File: src/pkg/flash_frontend_pkg.sv
// Constants shared by the serial flash command front end
package flash_frontend_pkg;
    // Opcodes
    localparam logic [7:0] WRITE_UNLOCK_CMD = 8'h06;
    localparam logic [7:0] WRITE_LOCK_CMD   = 8'h04;
    localparam logic [7:0] JEDEC_ID_READ_CMD = 8'h9f;
    localparam logic [7:0] STATUS_READ_CMD  = 8'h05;
    localparam logic [7:0] STATUS_WRITE_CMD = 8'h01;
    localparam logic [7:0] READ_CMD         = 8'h03;
    localparam logic [7:0] FAST_READ_CMD    = 8'h0b;
    localparam logic [7:0] DUAL_IO_READ_CMD = 8'hbb;
    localparam logic [7:0] QUAD_IO_READ_CMD = 8'heb;

    // Array map
    localparam int          ADDR_BITS    = 24;
    localparam logic [23:0] ARRAY_LAST   = 24'h0fffff;
    localparam logic [23:0] SECTOR_SIZE  = 24'h001000;
    localparam int          SECTOR_SHIFT = 12;
    localparam int          BLOCK_SHIFT  = 16;
    localparam logic [7:0]  SECTOR_LAST  = 8'hff;

    // Serial framing
    localparam logic [5:0] BYTE_BITS      = 6'h08;
    localparam logic [5:0] ADDR_BITS_W    = 6'h18;
    localparam logic [3:0] LANES_SINGLE   = 4'h1;
    localparam logic [3:0] LANES_DUAL     = 4'h2;
    localparam logic [3:0] LANES_QUAD     = 4'h4;
    localparam logic [5:0] DUMMY_NONE     = 6'h00;
    localparam logic [5:0] DUMMY_FAST     = 6'h08;
    localparam logic [5:0] DUMMY_DUAL     = 6'h04;
    localparam logic [5:0] DUMMY_QUAD     = 6'h06;
    localparam logic [1:0] ID_LAST_INDEX  = 2'h2;

    // Synchroniser idle value for {chip_select_n, serial_clock, io[3:0]}
    localparam logic [5:0] PIN_IDLE = 6'h20;

    typedef enum logic [2:0] {
        ST_IDLE     = 3'b000,
        ST_OPCODE   = 3'b001,
        ST_ADDRESS  = 3'b011,
        ST_DUMMY    = 3'b010,
        ST_DATA_OUT = 3'b110,
        ST_PAYLOAD  = 3'b111,
        ST_WAIT_END = 3'b101,
        ST_IGNORE   = 3'b100
    } frame_state_t;

    typedef enum logic [1:0] {
        SRC_ID     = 2'b00,
        SRC_STATUS = 2'b01,
        SRC_ARRAY  = 2'b11
    } byte_source_t;
endpackage : flash_frontend_pkg

File: src/hw/pin_filter.sv
// Three-stage pin synchroniser that accepts a change once stages two and three agree
module pin_filter #(
    parameter int               WIDTH = 1,
    parameter logic [WIDTH-1:0] IDLE  = '0
) (
    input  wire logic             sys_clk,
    input  wire logic             reset,
    input  wire logic [WIDTH-1:0] pin_in,
    output logic      [WIDTH-1:0] level
);
    logic [WIDTH-1:0] stage1_reg;
    logic [WIDTH-1:0] stage2_reg;
    logic [WIDTH-1:0] stage3_reg;
    logic [WIDTH-1:0] level_reg;
    logic [WIDTH-1:0] level_next;

    always_comb begin
        level_next = (stage2_reg & stage3_reg) | (level_reg & (stage2_reg ^ stage3_reg));
    end

    always_ff @(posedge sys_clk or posedge reset) begin
        if (reset) begin
            stage1_reg <= IDLE;
            stage2_reg <= IDLE;
            stage3_reg <= IDLE;
            level_reg  <= IDLE;
        end else begin
            stage1_reg <= pin_in;
            stage2_reg <= stage1_reg;
            stage3_reg <= stage2_reg;
            level_reg  <= level_next;
        end
    end

    assign level = level_reg;
endmodule : pin_filter

File: src/hw/serial_flash_command_frontend.sv
// Command front end of a serial NOR flash: framing, decode, write latch and read data out
// How it works
// (RULE1) 1 MB array: 16 blocks, 256 4 KB sectors
// (RULE2) Unknown opcode ignores all until select falls
// (RULE3) Output pins released while in standby
// (RULE4) Known opcode keeps device active until select rises; a read opcode while array_busy goes to ST_IGNORE instead, not active
// (RULE5) Sample on clock rise, drive on fall
// (RULE6) Host may idle clock low or high
// (RULE7) Select rise ends read data at once
// (RULE8) Write-type commands need whole-byte frame end
// (RULE9) Array reads ignored while write operation busy
// (RULE10) Host polls status before issuing commands
// (RULE11) Identification returns one maker, two device bytes
// (RULE12) Write latch required before status write
// (RULE13) Latch cleared at reset and write completions
// (RULE14) Dual read: two bits per clock, MSB line one
// (RULE15) Decode nine opcodes; address MSB first
// (RULE16) Reads stream sequential bytes; fast read dummy
module serial_flash_command_frontend #(
    parameter logic [7:0] MAKER_ID   = 8'h5a, // Arbitrary value
    parameter logic [7:0] DEVICE_ID1 = 8'h3c, // Arbitrary value
    parameter logic [7:0] DEVICE_ID2 = 8'h11  // Arbitrary value
) (
    input  wire logic        sys_clk,
    input  wire logic        reset,
    input  wire logic        chip_select_n,
    input  wire logic        serial_clock,
    input  wire logic [3:0]  io_in,
    output logic      [3:0]  io_out,
    output logic      [3:0]  io_oe,
    input  wire logic [7:0]  status_byte,
    input  wire logic        array_busy,
    input  wire logic        write_done,
    input  wire logic [7:0]  mem_data,
    output logic      [23:0] mem_addr,
    output logic             mem_rd_stb,
    output logic      [3:0]  mem_block,
    output logic      [7:0]  mem_sector,
    output logic             write_latch_flag,
    output logic             status_write_stb,
    output logic      [7:0]  status_write_data,
    output logic             active_mode
);
    logic [5:0] pin_level;
    logic       cs_n_now;
    logic       sclk_now;
    logic [3:0] io_now;
    logic       cs_n_prev_reg;
    logic       sclk_prev_reg;
    logic       cs_fall;
    logic       cs_rise;
    logic       sclk_rise;
    logic       sclk_fall;

    flash_frontend_pkg::frame_state_t state_reg, state_next;
    flash_frontend_pkg::byte_source_t src_reg, src_next;
    logic [7:0]  op_reg, op_next;
    logic [7:0]  in_sh_reg, in_sh_next;
    logic [5:0]  cnt_reg, cnt_next;
    logic [5:0]  dummy_reg, dummy_next;
    logic [3:0]  lanes_reg, lanes_next;
    logic        extra_reg, extra_next;
    logic [23:0] addr_reg, addr_next;
    logic [7:0]  out_sh_reg, out_sh_next;
    logic [3:0]  out_cnt_reg, out_cnt_next;
    logic [1:0]  id_idx_reg, id_idx_next;
    logic [3:0]  io_out_reg, io_out_next;
    logic        wel_reg, wel_next;
    logic        stb_reg, stb_next;
    logic [7:0]  wdata_reg, wdata_next;
    logic        rd_stb_reg, rd_stb_next;
    logic [7:0]  opcode_in;
    logic [7:0]  fetch_byte;

    // Take this clock's input bits from the lanes in use
    function automatic logic [3:0] take_bits(input logic [3:0] io, input logic [3:0] lanes);
        logic [3:0] bits;
        bits = io;
        if (lanes == flash_frontend_pkg::LANES_SINGLE) begin
            bits = {3'h0, io[0]};
        end else if (lanes == flash_frontend_pkg::LANES_DUAL) begin
            bits = {2'h0, io[1:0]}; // [RULE14]
        end
        return bits;
    endfunction : take_bits

    // Place the top bits of a byte onto the lanes in use
    function automatic logic [3:0] place_bits(input logic [7:0] sh, input logic [3:0] lanes);
        logic [3:0] bits;
        bits = sh[7:4];
        if (lanes == flash_frontend_pkg::LANES_SINGLE) begin
            bits = {2'h0, sh[7], 1'b0};
        end else if (lanes == flash_frontend_pkg::LANES_DUAL) begin
            bits = {2'h0, sh[7:6]}; // [RULE14]
        end
        return bits;
    endfunction : place_bits

    // Lanes driven during data out
    function automatic logic [3:0] lane_mask(input logic [3:0] lanes);
        logic [3:0] mask;
        mask = 4'hf;
        if (lanes == flash_frontend_pkg::LANES_SINGLE) begin
            mask = 4'h2;
        end else if (lanes == flash_frontend_pkg::LANES_DUAL) begin
            mask = 4'h3;
        end
        return mask;
    endfunction : lane_mask

    pin_filter #(
        .WIDTH (6),
        .IDLE  (flash_frontend_pkg::PIN_IDLE)
    ) u_pin_filter (
        .sys_clk (sys_clk),
        .reset   (reset),
        .pin_in  ({chip_select_n, serial_clock, io_in}),
        .level   (pin_level)
    );

    assign cs_n_now  = pin_level[5];
    assign sclk_now  = pin_level[4];
    assign io_now    = pin_level[3:0];
    assign cs_fall   = cs_n_prev_reg & ~cs_n_now;
    assign cs_rise   = ~cs_n_prev_reg & cs_n_now;
    // Edges are found the same way whatever level the clock idles at [RULE6]
    assign sclk_rise = ~cs_n_now & ~sclk_prev_reg & sclk_now;
    assign sclk_fall = ~cs_n_now & sclk_prev_reg & ~sclk_now;
    assign opcode_in = {in_sh_reg[6:0], io_now[0]};

    always_comb begin
        unique case (src_reg)
            flash_frontend_pkg::SRC_ID: begin
                fetch_byte = (id_idx_reg == 2'h0) ? MAKER_ID :
                             (id_idx_reg == 2'h1) ? DEVICE_ID1 : DEVICE_ID2; // [RULE11]
            end
            flash_frontend_pkg::SRC_STATUS: begin
                fetch_byte = status_byte;
            end
            default: begin
                fetch_byte = mem_data;
            end
        endcase
    end

    always_comb begin
        state_next   = state_reg;
        src_next     = src_reg;
        op_next      = op_reg;
        in_sh_next   = in_sh_reg;
        cnt_next     = cnt_reg;
        dummy_next   = dummy_reg;
        lanes_next   = lanes_reg;
        extra_next   = extra_reg;
        addr_next    = addr_reg;
        out_sh_next  = out_sh_reg;
        out_cnt_next = out_cnt_reg;
        id_idx_next  = id_idx_reg;
        io_out_next  = io_out_reg;
        wel_next     = wel_reg;
        stb_next     = 1'b0;
        wdata_next   = wdata_reg;
        rd_stb_next  = 1'b0;
        if (write_done) begin
            wel_next = 1'b0; // [RULE13]
        end
        if (cs_fall) begin
            state_next   = flash_frontend_pkg::ST_OPCODE; // [RULE2]
            cnt_next     = '0;
            extra_next   = 1'b0;
            out_cnt_next = '0;
            lanes_next   = flash_frontend_pkg::LANES_SINGLE;
        end else if (cs_rise) begin
            // Any frame ends here, read data out included [RULE7] [RULE4]
            if (state_reg == flash_frontend_pkg::ST_WAIT_END && !extra_reg) begin // [RULE8]
                unique case (op_reg)
                    flash_frontend_pkg::WRITE_UNLOCK_CMD: wel_next = 1'b1; // [RULE12]
                    flash_frontend_pkg::WRITE_LOCK_CMD:   wel_next = 1'b0; // [RULE13]
                    default: begin
                        if (wel_reg && !array_busy) begin // [RULE12]
                            stb_next   = 1'b1;
                            wdata_next = in_sh_reg;
                            wel_next   = 1'b0; // [RULE13]
                        end
                    end
                endcase
            end
            state_next = flash_frontend_pkg::ST_IDLE;
        end else if (sclk_rise) begin // [RULE5]
            unique case (state_reg)
                flash_frontend_pkg::ST_OPCODE: begin
                    in_sh_next = opcode_in;
                    cnt_next   = cnt_reg + 6'h1;
                    if (cnt_reg == flash_frontend_pkg::BYTE_BITS - 6'h1) begin
                        op_next     = opcode_in;
                        cnt_next    = '0;
                        id_idx_next = '0;
                        addr_next   = '0;
                        state_next  = flash_frontend_pkg::ST_IGNORE; // [RULE2]
                        unique case (opcode_in) // [RULE15]
                            flash_frontend_pkg::WRITE_UNLOCK_CMD,
                            flash_frontend_pkg::WRITE_LOCK_CMD: begin
                                state_next = flash_frontend_pkg::ST_WAIT_END;
                            end
                            flash_frontend_pkg::STATUS_WRITE_CMD: begin
                                state_next = flash_frontend_pkg::ST_PAYLOAD;
                            end
                            flash_frontend_pkg::JEDEC_ID_READ_CMD: begin
                                src_next   = flash_frontend_pkg::SRC_ID;
                                state_next = flash_frontend_pkg::ST_DATA_OUT;
                            end
                            flash_frontend_pkg::STATUS_READ_CMD: begin
                                src_next   = flash_frontend_pkg::SRC_STATUS;
                                state_next = flash_frontend_pkg::ST_DATA_OUT;
                            end
                            flash_frontend_pkg::READ_CMD,
                            flash_frontend_pkg::FAST_READ_CMD,
                            flash_frontend_pkg::DUAL_IO_READ_CMD,
                            flash_frontend_pkg::QUAD_IO_READ_CMD: begin
                                src_next = flash_frontend_pkg::SRC_ARRAY;
                                unique case (opcode_in)
                                    flash_frontend_pkg::READ_CMD: begin
                                        dummy_next = flash_frontend_pkg::DUMMY_NONE;
                                    end
                                    flash_frontend_pkg::FAST_READ_CMD: begin
                                        dummy_next = flash_frontend_pkg::DUMMY_FAST; // [RULE16]
                                    end
                                    flash_frontend_pkg::DUAL_IO_READ_CMD: begin
                                        dummy_next = flash_frontend_pkg::DUMMY_DUAL;
                                        lanes_next = flash_frontend_pkg::LANES_DUAL; // [RULE14]
                                    end
                                    default: begin
                                        dummy_next = flash_frontend_pkg::DUMMY_QUAD;
                                        lanes_next = flash_frontend_pkg::LANES_QUAD;
                                    end
                                endcase
                                if (!array_busy) begin // [RULE9]
                                    state_next = flash_frontend_pkg::ST_ADDRESS;
                                end
                            end
                            default: begin
                            end
                        endcase
                    end
                end
                flash_frontend_pkg::ST_ADDRESS: begin
                    // Address arrives most significant bits first [RULE15]
                    addr_next = (addr_reg << lanes_reg) | {20'h0, take_bits(io_now, lanes_reg)};
                    cnt_next  = cnt_reg + {2'h0, lanes_reg};
                    if (cnt_reg + {2'h0, lanes_reg} == flash_frontend_pkg::ADDR_BITS_W) begin
                        cnt_next   = '0;
                        state_next = (dummy_reg == flash_frontend_pkg::DUMMY_NONE) ?
                                     flash_frontend_pkg::ST_DATA_OUT :
                                     flash_frontend_pkg::ST_DUMMY;
                    end
                end
                flash_frontend_pkg::ST_DUMMY: begin
                    cnt_next = cnt_reg + 6'h1;
                    if (cnt_reg + 6'h1 == dummy_reg) begin
                        state_next = flash_frontend_pkg::ST_DATA_OUT;
                    end
                end
                flash_frontend_pkg::ST_PAYLOAD: begin
                    in_sh_next = opcode_in;
                    cnt_next   = cnt_reg + 6'h1;
                    if (cnt_reg == flash_frontend_pkg::BYTE_BITS - 6'h1) begin
                        state_next = flash_frontend_pkg::ST_WAIT_END;
                    end
                end
                flash_frontend_pkg::ST_WAIT_END: begin
                    extra_next = 1'b1; // [RULE8]
                end
                default: begin
                end
            endcase
        end else if (sclk_fall && state_reg == flash_frontend_pkg::ST_DATA_OUT) begin // [RULE5]
            if (out_cnt_reg == 4'h0) begin
                // New byte: read data streams on until select rises [RULE16]
                io_out_next  = place_bits(fetch_byte, lanes_reg);
                out_sh_next  = fetch_byte << lanes_reg;
                out_cnt_next = flash_frontend_pkg::BYTE_BITS[3:0] - lanes_reg;
                id_idx_next  = (id_idx_reg == flash_frontend_pkg::ID_LAST_INDEX) ?
                               2'h0 : id_idx_reg + 2'h1;
                if (src_reg == flash_frontend_pkg::SRC_ARRAY) begin
                    addr_next   = (addr_reg + 24'h1) & flash_frontend_pkg::ARRAY_LAST; // [RULE1]
                    rd_stb_next = 1'b1;
                end
            end else begin
                io_out_next  = place_bits(out_sh_reg, lanes_reg);
                out_sh_next  = out_sh_reg << lanes_reg;
                out_cnt_next = out_cnt_reg - lanes_reg;
            end
        end
    end

    always_ff @(posedge sys_clk or posedge reset) begin
        if (reset) begin
            cs_n_prev_reg <= 1'b1;
            sclk_prev_reg <= 1'b0;
            state_reg     <= flash_frontend_pkg::ST_IDLE;
            src_reg       <= flash_frontend_pkg::SRC_ID;
            op_reg        <= '0;
            in_sh_reg     <= '0;
            cnt_reg       <= '0;
            dummy_reg     <= '0;
            lanes_reg     <= flash_frontend_pkg::LANES_SINGLE;
            extra_reg     <= 1'b0;
            addr_reg      <= '0;
            out_sh_reg    <= '0;
            out_cnt_reg   <= '0;
            id_idx_reg    <= '0;
            io_out_reg    <= '0;
            wel_reg       <= 1'b0; // [RULE13]
            stb_reg       <= 1'b0;
            wdata_reg     <= '0;
            rd_stb_reg    <= 1'b0;
        end else begin
            cs_n_prev_reg <= cs_n_now;
            sclk_prev_reg <= sclk_now;
            state_reg     <= state_next;
            src_reg       <= src_next;
            op_reg        <= op_next;
            in_sh_reg     <= in_sh_next;
            cnt_reg       <= cnt_next;
            dummy_reg     <= dummy_next;
            lanes_reg     <= lanes_next;
            extra_reg     <= extra_next;
            addr_reg      <= addr_next;
            out_sh_reg    <= out_sh_next;
            out_cnt_reg   <= out_cnt_next;
            id_idx_reg    <= id_idx_next;
            io_out_reg    <= io_out_next;
            wel_reg       <= wel_next;
            stb_reg       <= stb_next;
            wdata_reg     <= wdata_next;
            rd_stb_reg    <= rd_stb_next;
        end
    end

    // Pins released outside data out, standby included [RULE3]
    assign io_oe = (state_reg == flash_frontend_pkg::ST_DATA_OUT) ? lane_mask(lanes_reg) : 4'h0;
    assign io_out            = io_out_reg;
    assign mem_addr          = addr_reg & flash_frontend_pkg::ARRAY_LAST; // [RULE1]
    assign mem_block         = mem_addr[flash_frontend_pkg::BLOCK_SHIFT +: 4];
    assign mem_sector        = mem_addr[flash_frontend_pkg::SECTOR_SHIFT +: 8];
    assign mem_rd_stb        = rd_stb_reg;
    assign write_latch_flag  = wel_reg;
    assign status_write_stb  = stb_reg;
    assign status_write_data = wdata_reg;
    assign active_mode = (state_reg != flash_frontend_pkg::ST_IDLE) &&
                         (state_reg != flash_frontend_pkg::ST_IGNORE) &&
                         (state_reg != flash_frontend_pkg::ST_OPCODE); // [RULE4]
endmodule : serial_flash_command_frontend

File: config.mk
export PLATFORM = sky130hd
export DESIGN_NAME = serial_flash_command_frontend
export DESIGN_NICKNAME = d
export VERILOG_FILES = /design/src/pkg/flash_frontend_pkg.sv /design/src/hw/pin_filter.sv /design/src/hw/serial_flash_command_frontend.sv
export SDC_FILE = /design/constraint.sdc
export NUM_CORES = 1
export LEC_CHECK = 0
export BUFFER_PORTS_ARGS = -buffer_cell sky130_fd_sc_hd__buf_4
export CORE_MARGIN = 5
export CORE_UTILIZATION = 45
export DETAILED_ROUTE_END_ITERATION = 12
export GPL_ROUTABILITY_DRIVEN = 0
export SETUP_SLACK_MARGIN = 0.15
export SLEW_MARGIN = 15
export SYNTH_ARGS = -nofsm -noshare
export SYNTH_HDL_FRONTEND = slang
export SYNTH_SLANG_ARGS = --single-unit
File: constraint.sdc
create_clock -name sys_clk -period 5.6 [get_ports sys_clk]
set_input_delay 0.28 -clock sys_clk [delete_from_list [all_inputs] [get_ports sys_clk]]
set_output_delay 0.28 -clock sys_clk [all_outputs]
set_load 0.02 [all_outputs]
==> results_dict.tcl, run 1 <==
set metrics [dict create \
    critPathCaptureType "flop" \
    numCtsBuffers 9 \
    async_reset_ff_share_pct 100 \
    diodes 0 \
    cts.root.buffer_cell "clkbuf_16" \
    clk_latency_ps 360 \
    synth_compound_area_share_pct 21.2 \
    grtUsageMet1_pct 30.3 \
    crit_family "flip-flops" \
    cts_buffer_depth 2 \
    overflow 0 \
    initial_utilization_pct 46.2 \
    yosys.area_share.simple_pct 16.8 \
    ctsResizeCount 0 \
    status "finished clean" \
    drc 0 \
    path_cells "ha_1 > inv_1 > fa_1 > nor2b_1 > o21ai_1 > xor2_1 > o31a_1 > o31ai_1 > mux2_2" \
    synth.mux.area_fraction_pct 9.85 \
    fillCellCount 1359 \
    grt_max_degree 81 \
    synth-xor-area-share_pct 1.55 \
    cp_max_fo 33 \
    final_layout_size_suffix_gt1_share_pct 17.2 \
    drv_cap 0 \
    postRouteAntennaNets 0 \
    cts_setup_buffers 0 \
    fin_skew_ps 12.1 \
    synth_area_per_cell_um2 9.05 \
    top_usage_layer "met1" \
    fmax_mhz 304 \
    grt_pass1_vias 5523 \
    chipWidth_um 133 \
    powerDensity_nw_per_um2 324 \
    fin_crit_ps 3290 \
    met3_usage_pct 3.45 \
    p_leak_nw 3.39 \
    tns_ps 0 \
    hpwl_um 12300 \
    grtUsageMet2_pct 29.9 \
    io_pins 82 \
    hold_viol_final 0 \
    grt_use_total_pct 20.2 \
    chipHeight_um 133 \
    path_clk_slew_ps 80 \
    netlist_area_um2 6770 \
    nets 822 \
    start_kind "flop" \
    io_buffers 77 \
    wire_per_inst_um 18.5 \
    clock-sinks 109 \
    via_count 5797 \
    tightest_slew_ps 1010 \
    dr.pass1.iters 6 \
    synthToLayoutAreaGrowth_pct 12.4 \
    wirelength_um 17900 \
    yosysSeqAreaShare_pct 40.4 \
    arrival_ps 3550 \
    coreArea_um2 14600 \
    synthAdderAreaFrac_pct 3.55 \
    setup_viol 0 \
    yosys_warnings 0 \
    slew_headroom_pct 32.8 \
    cp_num_buf_inv 1 \
    yosys.cell_types.count 73 \
    hp-class "in2reg" \
    rsz0062_at_grt "no" \
    antenna_found_initial 0 \
    synthFlopType "dfrtp_1" \
    max_stage_delay_ps 940 \
    post-route-period-util_pct 58.8 \
    tritoncts "built" \
    pre_cts_ws_ps 2360 \
    critical_path_class "reg2reg" \
    largest_reg_flops 20 \
    critPathRequiredTime_ps 5850 \
    grt_first_pass_wirelength_um 29600 \
    vdd_drop_max_uv 201 \
    fp.dieArea_um2 17600 \
    num_rows 44 \
    via_per_inst 5.99 \
    final_max_slew_viol_count 0 \
    cts.htree.levels 3 \
    synth_edf_count 0 \
    ys_ff_latch 109 \
    synth_top_family_by_area "compound AO/OA/AOI/OAI gates" \
    worst_slack_ps 2310 \
    slowest_stage "dfstp_2" \
    drtIter0Drc 708 \
    hold_buffers 1 \
    synthesis.instances 748 \
]
cells in the mapped netlist (5+ instances only):
| cell | count | area, um^2 |
|---|---|---|
| nor2_1 | 58 | 218 |
| mux2i_1 | 25 | 250 |
| nor2b_1 | 10 | 62.6 |
| o21a_1 | 5 | 37.5 |
| xnor2_1 | 7 | 61.3 |
| a21oi_1 | 48 | 240 |
| ha_1 | 16 | 200 |
| nand2b_1 | 6 | 37.5 |
| nor4_1 | 7 | 43.8 |
| mux2_2 | 21 | 236 |
| xor2_1 | 5 | 43.8 |
| a22o_1 | 10 | 87.6 |
| o21ai_1 | 29 | 145 |
| a21o_1 | 13 | 97.6 |
| o31ai_1 | 10 | 75.1 |
| mux2_1 | 12 | 135 |
| o22ai_1 | 6 | 37.5 |
| nand4_1 | 7 | 43.8 |
| o21ai_0 | 28 | 140 |
| a31oi_1 | 13 | 81.3 |
| a211oi_1 | 7 | 52.6 |
| o211ai_1 | 7 | 52.6 |
| nand2_1 | 66 | 248 |
| nand3_1 | 22 | 110 |
| dfstp_2 | 6 | 158 |
| dfrtp_1 | 103 | 2580 |
| buf_4 | 17 | 128 |
| and3_1 | 6 | 37.5 |
| nor3_1 | 20 | 100 |
| inv_1 | 31 | 116 |
| buf_2 | 11 | 55.1 |
| clkbuf_1 | 35 | 131 |
layout by cell type, fill, tap and decap left out, types with 9 or more instances in the layout:
cell / count
nand2_1: 66
mux2_2: 21
a21o_1: 13
nor2b_1: 10
a31oi_1: 13
a21oi_1: 48
clkbuf_16: 9
nand3_1: 22
o21ai_1: 28
dfrtp_1: 103
mux2i_1: 25
o31ai_1: 10
nor2_1: 58
mux2_1: 12
ha_1: 16
buf_4: 82
nor3_1: 20
inv_1: 30
a22o_1: 10
o21ai_0: 28
through the flow:
stage	area, um^2	instances	power, W	utilization [%]	hold slack, ps
3_3_place_gp	7310	950	0.00181	49.9	304
4_1_cts	7610	967	0.00248	51.9	13.8
6_report	7610	967	0.00247	51.9	24.1
2_1_floorplan	6780	751	0.00159	-	284
3_5_place_dp	7310	950	0.00183	49.9	305
5_1_grt	7610	967	0.00262	51.9	13.8
metal layers:
| metal | share of wire, % | wire [um] | vias to the layer above |
|---|---|---|---|
| met5 | 0 | 0 | - |
| met1 | 48 | 8610 | 2808 |
| li1 | - | - | 2770 |
| met3 | 5.7 | 1010 | 22 |
| met2 | 45 | 8040 | 197 |
| met4 | 1.1 | 200 | 0 |
area by class of cell:
type                    instances  area, um^2  share of cell area (%)
inverters                      32         123                    1.61
clock buffers                  10         229                    3.01
repair buffers                 83         626                    8.23
clock inverters                 6        60.1                   0.790
multi-input cells             543        3600                    47.4
well taps                     184         230                    3.03
flip-flops and latches        109        2740                    36.0
power by group:
part | internal [W] | total [W] | switching (W)
registers | 0.000882 | 0.00103 | 0.000150
clock network | 0.000316 | 0.000642 | 0.000325
logic | 0.000328 | 0.000794 | 0.000466
cells by family after synthesis:
logic type / Yosys count
AOI/OAI and AO/OA: 219
xor gates and xnor gates: 12
adders and majority gates: 18
buffers and inverters: 99
DFF: 109
muxes: 60
other: 1
and+or+nand+nor: 230
worst paths after layout:
| check | cells after the start | startpoint | endpoint | slack (ps) |
|---|---|---|---|---|
| setup / recovery | 9 | lanes_reg[0] | state_reg[1] | 2310 |
| hold / removal | 1 | io_in[3] | u_pin_filter.stage1_reg[3] | 20 |
| setup reg to reg | 9 | lanes_reg[0] | state_reg[1] | 2310 |
| hold reg to reg | 0 | u_pin_filter.stage1_reg[4] | u_pin_filter.stage2_reg[4] | 350 |
| max in group asynchronous | 4 | reset | cnt_reg[1] | 3820 |
| min in group asynchronous | 3 | reset | addr_reg[6] | 460 |
(Power assumes the default switching activity.)
==> run 2: changes to the inputs <==
--- a/config.mk
+++ b/config.mk
@@ -5,11 +5,13 @@
 export SDC_FILE = /design/constraint.sdc
 export NUM_CORES = 1
 export LEC_CHECK = 0
+export ABC_AREA = 1
 export BUFFER_PORTS_ARGS = -buffer_cell sky130_fd_sc_hd__buf_4
 export CORE_MARGIN = 5
 export CORE_UTILIZATION = 45
 export DETAILED_ROUTE_END_ITERATION = 12
 export GPL_ROUTABILITY_DRIVEN = 0
+export PLACE_DENSITY = 0.67
 export SETUP_SLACK_MARGIN = 0.15
 export SLEW_MARGIN = 15
 export SYNTH_ARGS = -nofsm -noshare
==> constraint.sdc (replaced) <==
create_clock -name sys_clk -period 2.8 [get_ports sys_clk]
set_input_delay 0.14 -clock sys_clk [delete_from_list [all_inputs] [get_ports sys_clk]]
set_output_delay 0.14 -clock sys_clk [all_outputs]
set_load 0.02 [all_outputs]
==> results_dict.tcl, run 2 <==
set metrics [dict create \
    slew_headroom_pct 47.0 \
    cp_max_fo 24 \
    r2r-start "u_pin_filter.level[5]" \
    synthToLayoutAreaGrowth_pct 15.3 \
    synthFlopType "dfrtp_1" \
    worstHoldStart "write_done" \
    ys_ff_latch 109 \
    drv_cap 0 \
    clk_latency_ps 360 \
    cts.htree.levels 3 \
    wirelength_um 17700 \
    critical_path_class "reg2reg" \
    clock-sinks 109 \
    io_buffers 77 \
    chipWidth_um 133 \
    critPathCaptureType "flop" \
    tritoncts "built" \
    drtIter0Drc 614 \
    cts.root.buffer_cell "clkbuf_16" \
    coreArea_um2 14600 \
    pre_cts_ws_ps 380 \
    mostFrequentLayoutCell "nand2_1" \
    multi_input_area_um2 3400 \
    synth_commonest_cells "nand2_1, dfrtp_1, inv_1, nor2_1, o21ai_0" \
    powerDensity_nw_per_um2 717 \
    tightest_slew_ps 788 \
    async_reset_ff_share_pct 100 \
    path_clk_slew_ps 80 \
    regArea_um2 2740 \
    netlist_area_um2 6760 \
    post-route-period-util_pct 84.7 \
    arrival_ps 2660 \
    fin_skew_ps 10.7 \
    tns_ps 0 \
    initial_utilization_pct 46.2 \
    start_kind "flop" \
    io_pins 82 \
    synth_top_area_cell "dfrtp_1" \
    rsz0062_at_grt "no" \
    min_to "write_latch_flag" \
    hp-class "in2reg" \
    wire_per_inst_um 14.9 \
    synth_area_per_cell_um2 7.25 \
    hpwl_um 13300 \
    grt_max_degree 85 \
    r2r.worst_path.cells 9 \
    worst_slack_ps 427 \
    synthesis.instances 933 \
    hold_viol_final 0 \
    critPathRequiredTime_ps 3090 \
    grt_use_total_pct 20.5 \
    yosys.cell_types.count 52 \
    hold_slack_ps 71.3 \
    yosys-top-cells-area "dfrtp_1, nand2_1, o21ai_0" \
    antenna_found_initial 0 \
    status "finished clean" \
    cts_buffer_depth 2 \
    fin_crit_ps 2370 \
    overflow 0 \
    p_leak_nw 3.87 \
    grt_pass1_vias 5799 \
    fp.dieArea_um2 17600 \
    post-route-util_pct 53.3 \
    vdd_drop_max_uv 538 \
    mostFrequentLayoutCells "nand2_1, dfrtp_1, buf_4" \
    final_max_slew_viol_count 0 \
    whs_path_depth 4 \
    diodes 0 \
    fmax_mhz 421 \
    r2r_end "addr_reg[8]" \
    yosys_warnings 0 \
    numCtsBuffers 9 \
    fillCellCount 1439 \
    dr.pass1.iters 7 \
    num_rows 44 \
    largest_reg_flops 20 \
    final_layout_size_suffix_gt1_share_pct 13.8 \
    via_per_inst 5.33 \
    synth_edf_count 0 \
    synth_top_cell_area_share_pct 38.1 \
    chipHeight_um 133 \
    drc 0 \
    via_count 6333 \
    postRouteAntennaNets 0 \
    grt_first_pass_wirelength_um 29700 \
    setup_viol 0 \
    nets 1043 \
    power_w 0.00559 \
    synth.most_common_cell "nand2_1" \
    yosysSeqAreaShare_pct 40.4 \
    rrSetupSlack_ps 430 \
]
==> run 2: cell types whose count changed after synthesis, moves of 12 or more <==
cell      previous run  this run
clkbuf_1            35         9
inv_1               31        87
mux2_1              12         0
mux2_2              21         0
mux2i_1             25         4
nand2_1             66       271
nand3_1             22        62
nor2_1              58        87
o21ai_0             28        86
o21ai_1             29        10
==> run 2: worst max-delay path by stage <==
stage                          startpoint      endpoint  slack, ps  depth (start not counted)
finish              u_pin_filter.level[5]   addr_reg[8]        430                          9
detailed placement  u_pin_filter.level[5]   addr_reg[4]        380                          8
global route        u_pin_filter.level[5]  addr_reg[15]        200                         10
CTS                 u_pin_filter.level[5]   addr_reg[4]        370                          8
global placement    u_pin_filter.level[5]  addr_reg[10]        490                          8
floorplan                    lanes_reg[1]  state_reg[2]        660                         13
==> run 2: routing by layer <==
layer | wire [um] | track usage [%] | vias up
met1 | 8330 | 29.6 | 2939
met3 | 1240 | 5.05 | 12
li1 | - | - | 3174
met4 | 162 | 3.70 | 0
met5 | 0 | 0 | -
met2 | 7990 | 31.7 | 208
==> run 2: timing repair <==
| item | CTS | global route |
|---|---|---|
| setup endpoints to repair | 0 | 4 |
| hold endpoints to repair | 31 | 0 |
| resized for setup | 0 | 1 |
| hold buffers | 7 | 0 |
| buffers inserted | 0 | 0 |
==> run 2: layout make-up <==
class                      count  area share, %
tap                          184           2.95
inverter                      98           4.76
clock inverter                 7           1.01
clock buffer                   9           2.89
sequential                   109           35.1
multi-input combinational    684           43.6
timing repair buffer          97           9.72
==> run 2: kinds of logic (layout without fill, tap and decap cells) <==
logic type      after synthesis  count (layout)  share of synthesized area (%)
compound gates              186             186                           15.3
xor+xnor                      9               9                           1.17
fa+ha+maj                    18              18                           3.55
buf+inv                     143             211                           9.56
flops                       109             109                           40.4
mux                           4               4                          0.592
other cells                   1               4                         0.0554
simple gates                463             463                           29.3
==> run 2: per-stage QoR <==
step	area (um^2)	instances
after floorplan	6780	936
after global placement	7420	1165
after detailed placement	7420	1165
after CTS	7790	1188
after global routing	7800	1188
final	7800	1188
==> run 2: critical path, cell delays in order, from the launching register on <==
cell and delay (ps):
dfstp_2 580, inv_1 50, ha_1 270, nor2_4 200
inv_1 60, nor2_1 310, o21ai_4 190, inv_2 390
o21ai_0 160, o21ai_1 100
==> run 2: power breakdown <==
| part | total (W) | internal [W] | leakage [nW] | switching (W) |
|---|---|---|---|---|
| combinational | 0.00216 | 0.000791 | 2.34 | 0.00137 |
| clock | 0.00129 | 0.000637 | 0.147 | 0.000652 |
| sequential | 0.00214 | 0.00182 | 1.39 | 0.000321 |
==> run 3: changes to the inputs <==
--- a/config.mk
+++ b/config.mk
@@ -11,7 +11,6 @@
 export CORE_UTILIZATION = 45
 export DETAILED_ROUTE_END_ITERATION = 12
 export GPL_ROUTABILITY_DRIVEN = 0
-export PLACE_DENSITY = 0.67
 export SETUP_SLACK_MARGIN = 0.15
 export SLEW_MARGIN = 15
 export SYNTH_ARGS = -nofsm -noshare
==> constraint.sdc (replaced) <==
create_clock -name sys_clk -period 2.4 [get_ports sys_clk]
set_input_delay 0.12 -clock sys_clk [delete_from_list [all_inputs] [get_ports sys_clk]]
set_output_delay 0.12 -clock sys_clk [all_outputs]
set_load 0.02 [all_outputs]
==> results_dict.tcl, run 3 (same netlist as run 2, synthesis figures left out) <==
set metrics [dict create \
    postRouteAntennaNets 0 \
    drv_cap 0 \
    numCtsBuffers 9 \
    mostFrequentLayoutCells "nand2_1, dfrtp_1, buf_4" \
    p_leak_nw 3.95 \
    placedCellCount 1173 \
    powerDensity_nw_per_um2 853 \
    post-route-util_pct 54.6 \
    r2r.worst_path.cells 13 \
    worstSetupEndpoint "state_reg[1]" \
    p_sw_share_pct 42.9 \
    fmax_mhz 463 \
    critPathCaptureType "flop" \
    setup_viol 0 \
    fp.dieArea_um2 17600 \
    tightest_slew_ps 680 \
    final_max_slew_viol_count 0 \
    switchingPower_w 0.00292 \
    coreArea_um2 14600 \
    hpwl_um 14200 \
    clock-sinks 109 \
    fin_crit_ps 2160 \
    cts.htree.levels 3 \
    critPathRequiredTime_ps 2710 \
    clk_latency_ps 370 \
    fin_skew_ps 7.52 \
    drc 0 \
    slew_headroom_pct 54.2 \
    drtIter0Drc 647 \
    pre_cts_ws_ps 125 \
    tritoncts "built" \
    final_layout_size_suffix_gt1_share_pct 16.8 \
    cp_max_fo 4 \
    critPathLaunch "lanes_reg[0]" \
    worst_slack_ps 241 \
    largest_reg_flops 20 \
    internal_power_w 0.00389 \
    chipHeight_um 133 \
    grt_pass1_vias 6097 \
    via_count 6441 \
    antenna_found_initial 0 \
    rrSetupSlack_ps 240 \
    io_pins 82 \
    path_clk_slew_ps 90 \
    via_per_inst 5.37 \
    initial_utilization_pct 46.2 \
    mostFrequentLayoutCell "nand2_1" \
    cts.root.buffer_cell "clkbuf_16" \
    nets 1054 \
    diodes 0 \
    dr.pass1.iters 5 \
    fillCellCount 1447 \
    synthToLayoutAreaGrowth_pct 18.2 \
    rsz0062_at_grt "yes" \
    vdd_drop_max_uv 574 \
    p_clk_share_pct 23.6 \
    cts_buffer_depth 2 \
    grt_max_degree 66 \
    pwr-share-comb_pct 40.2 \
    r2r_end "state_reg[1]" \
    start_kind "flop" \
    hold_viol_final 0 \
    arrival_ps 2470 \
    seq_power_share_pct 36.2 \
    hp-class "in2reg" \
    status "finished clean" \
    tns_ps 0 \
    chipWidth_um 133 \
    grt_use_total_pct 21.9 \
    critical_path_class "reg2reg" \
    overflow 0 \
    r2r-start "lanes_reg[0]" \
    post-route-period-util_pct 90.0 \
    wire_per_inst_um 15.7 \
    wirelength_um 18900 \
    hold_slack_ps 37.7 \
    grt_first_pass_wirelength_um 31400 \
    num_rows 44 \
    io_buffers 77 \
    layout.cells.non_filler 1199 \
]
==> run 3: cell count changes in the layout (fill, tap and decap cells not counted), sizes merged <==
cell and change:
clkinv +2, buf +11, inv -1, clkinvlp -1
==> run 3: timing repair <==
| action | CTS | global route |
|---|---|---|
| endpoints found under the setup margin | 10 | 22 |
| buffers inserted | 0 | 3 |
| endpoints found under the hold margin | 19 | 0 |
| gates resized for setup | 2 | 27 |
| hold buffers | 7 | 0 |
| pin swaps | 0 | 8 |
==> run 3: cell type report <==
cell class                 count  area (um^2)  share of cell area (%)
sequential                   109         2740                    34.2
timing repair buffer         108          841                    10.5
tap                          184          230                    2.88
inverter                      98          374                    4.68
clock buffer                   9          225                    2.82
clock inverter                 7          101                    1.27
multi-input combinational    684         3490                    43.6
==> run 3: power groups by stage <==
stage               registers, W  clock network (W)  logic (W)
floorplan                0.00256                  0    0.00174
global placement         0.00248                  0    0.00263
detailed placement       0.00249                  0    0.00263
CTS                      0.00246            0.00165    0.00266
global route             0.00252            0.00172    0.00306
finish                   0.00247            0.00161    0.00274
==> run 3: worst min-delay path by stage <==
stage | startpoint | cells after the start | to
after global routing | write_done | 4 | write_latch_flag
after CTS | write_done | 4 | write_latch_flag
after floorplan | chip_select_n | 0 | u_pin_filter.stage1_reg[5]
final | write_done | 4 | write_latch_flag
after global placement | reset | 2 | write_latch_flag
after detailed placement | reset | 2 | write_latch_flag
==> run 3: critical path, stage by stage, from the launching register on <==
cell	delay, ps
dfstp_2	580
ha_4	140
inv_2	40
fa_2	550
nand2_2	50
nor2_2	60
nand3_1	60
nor2_1	100
nand2_1	70
nand2_2	110
nand3_4	110
nand2_4	110
nand2_2	50
nand2_1	70
==> run 3: metal layers <==
layer,track usage [%],share of wire (%),vias to the layer above
met5,0,0,-
met4,6.93,2.0,0
met3,5.39,7.0,30
met2,32.8,45,218
met1,31.1,46,2993
li1,-,-,3200
==> run 3: stage by stage <==
stage / total power, W / area [um^2]
after CTS: 0.00677 / 7880
after detailed placement: 0.00512 / 7480
after global routing: 0.00730 / 8000
after floorplan: 0.00430 / 6780
final: 0.00682 / 8000
after global placement: 0.00512 / 7480
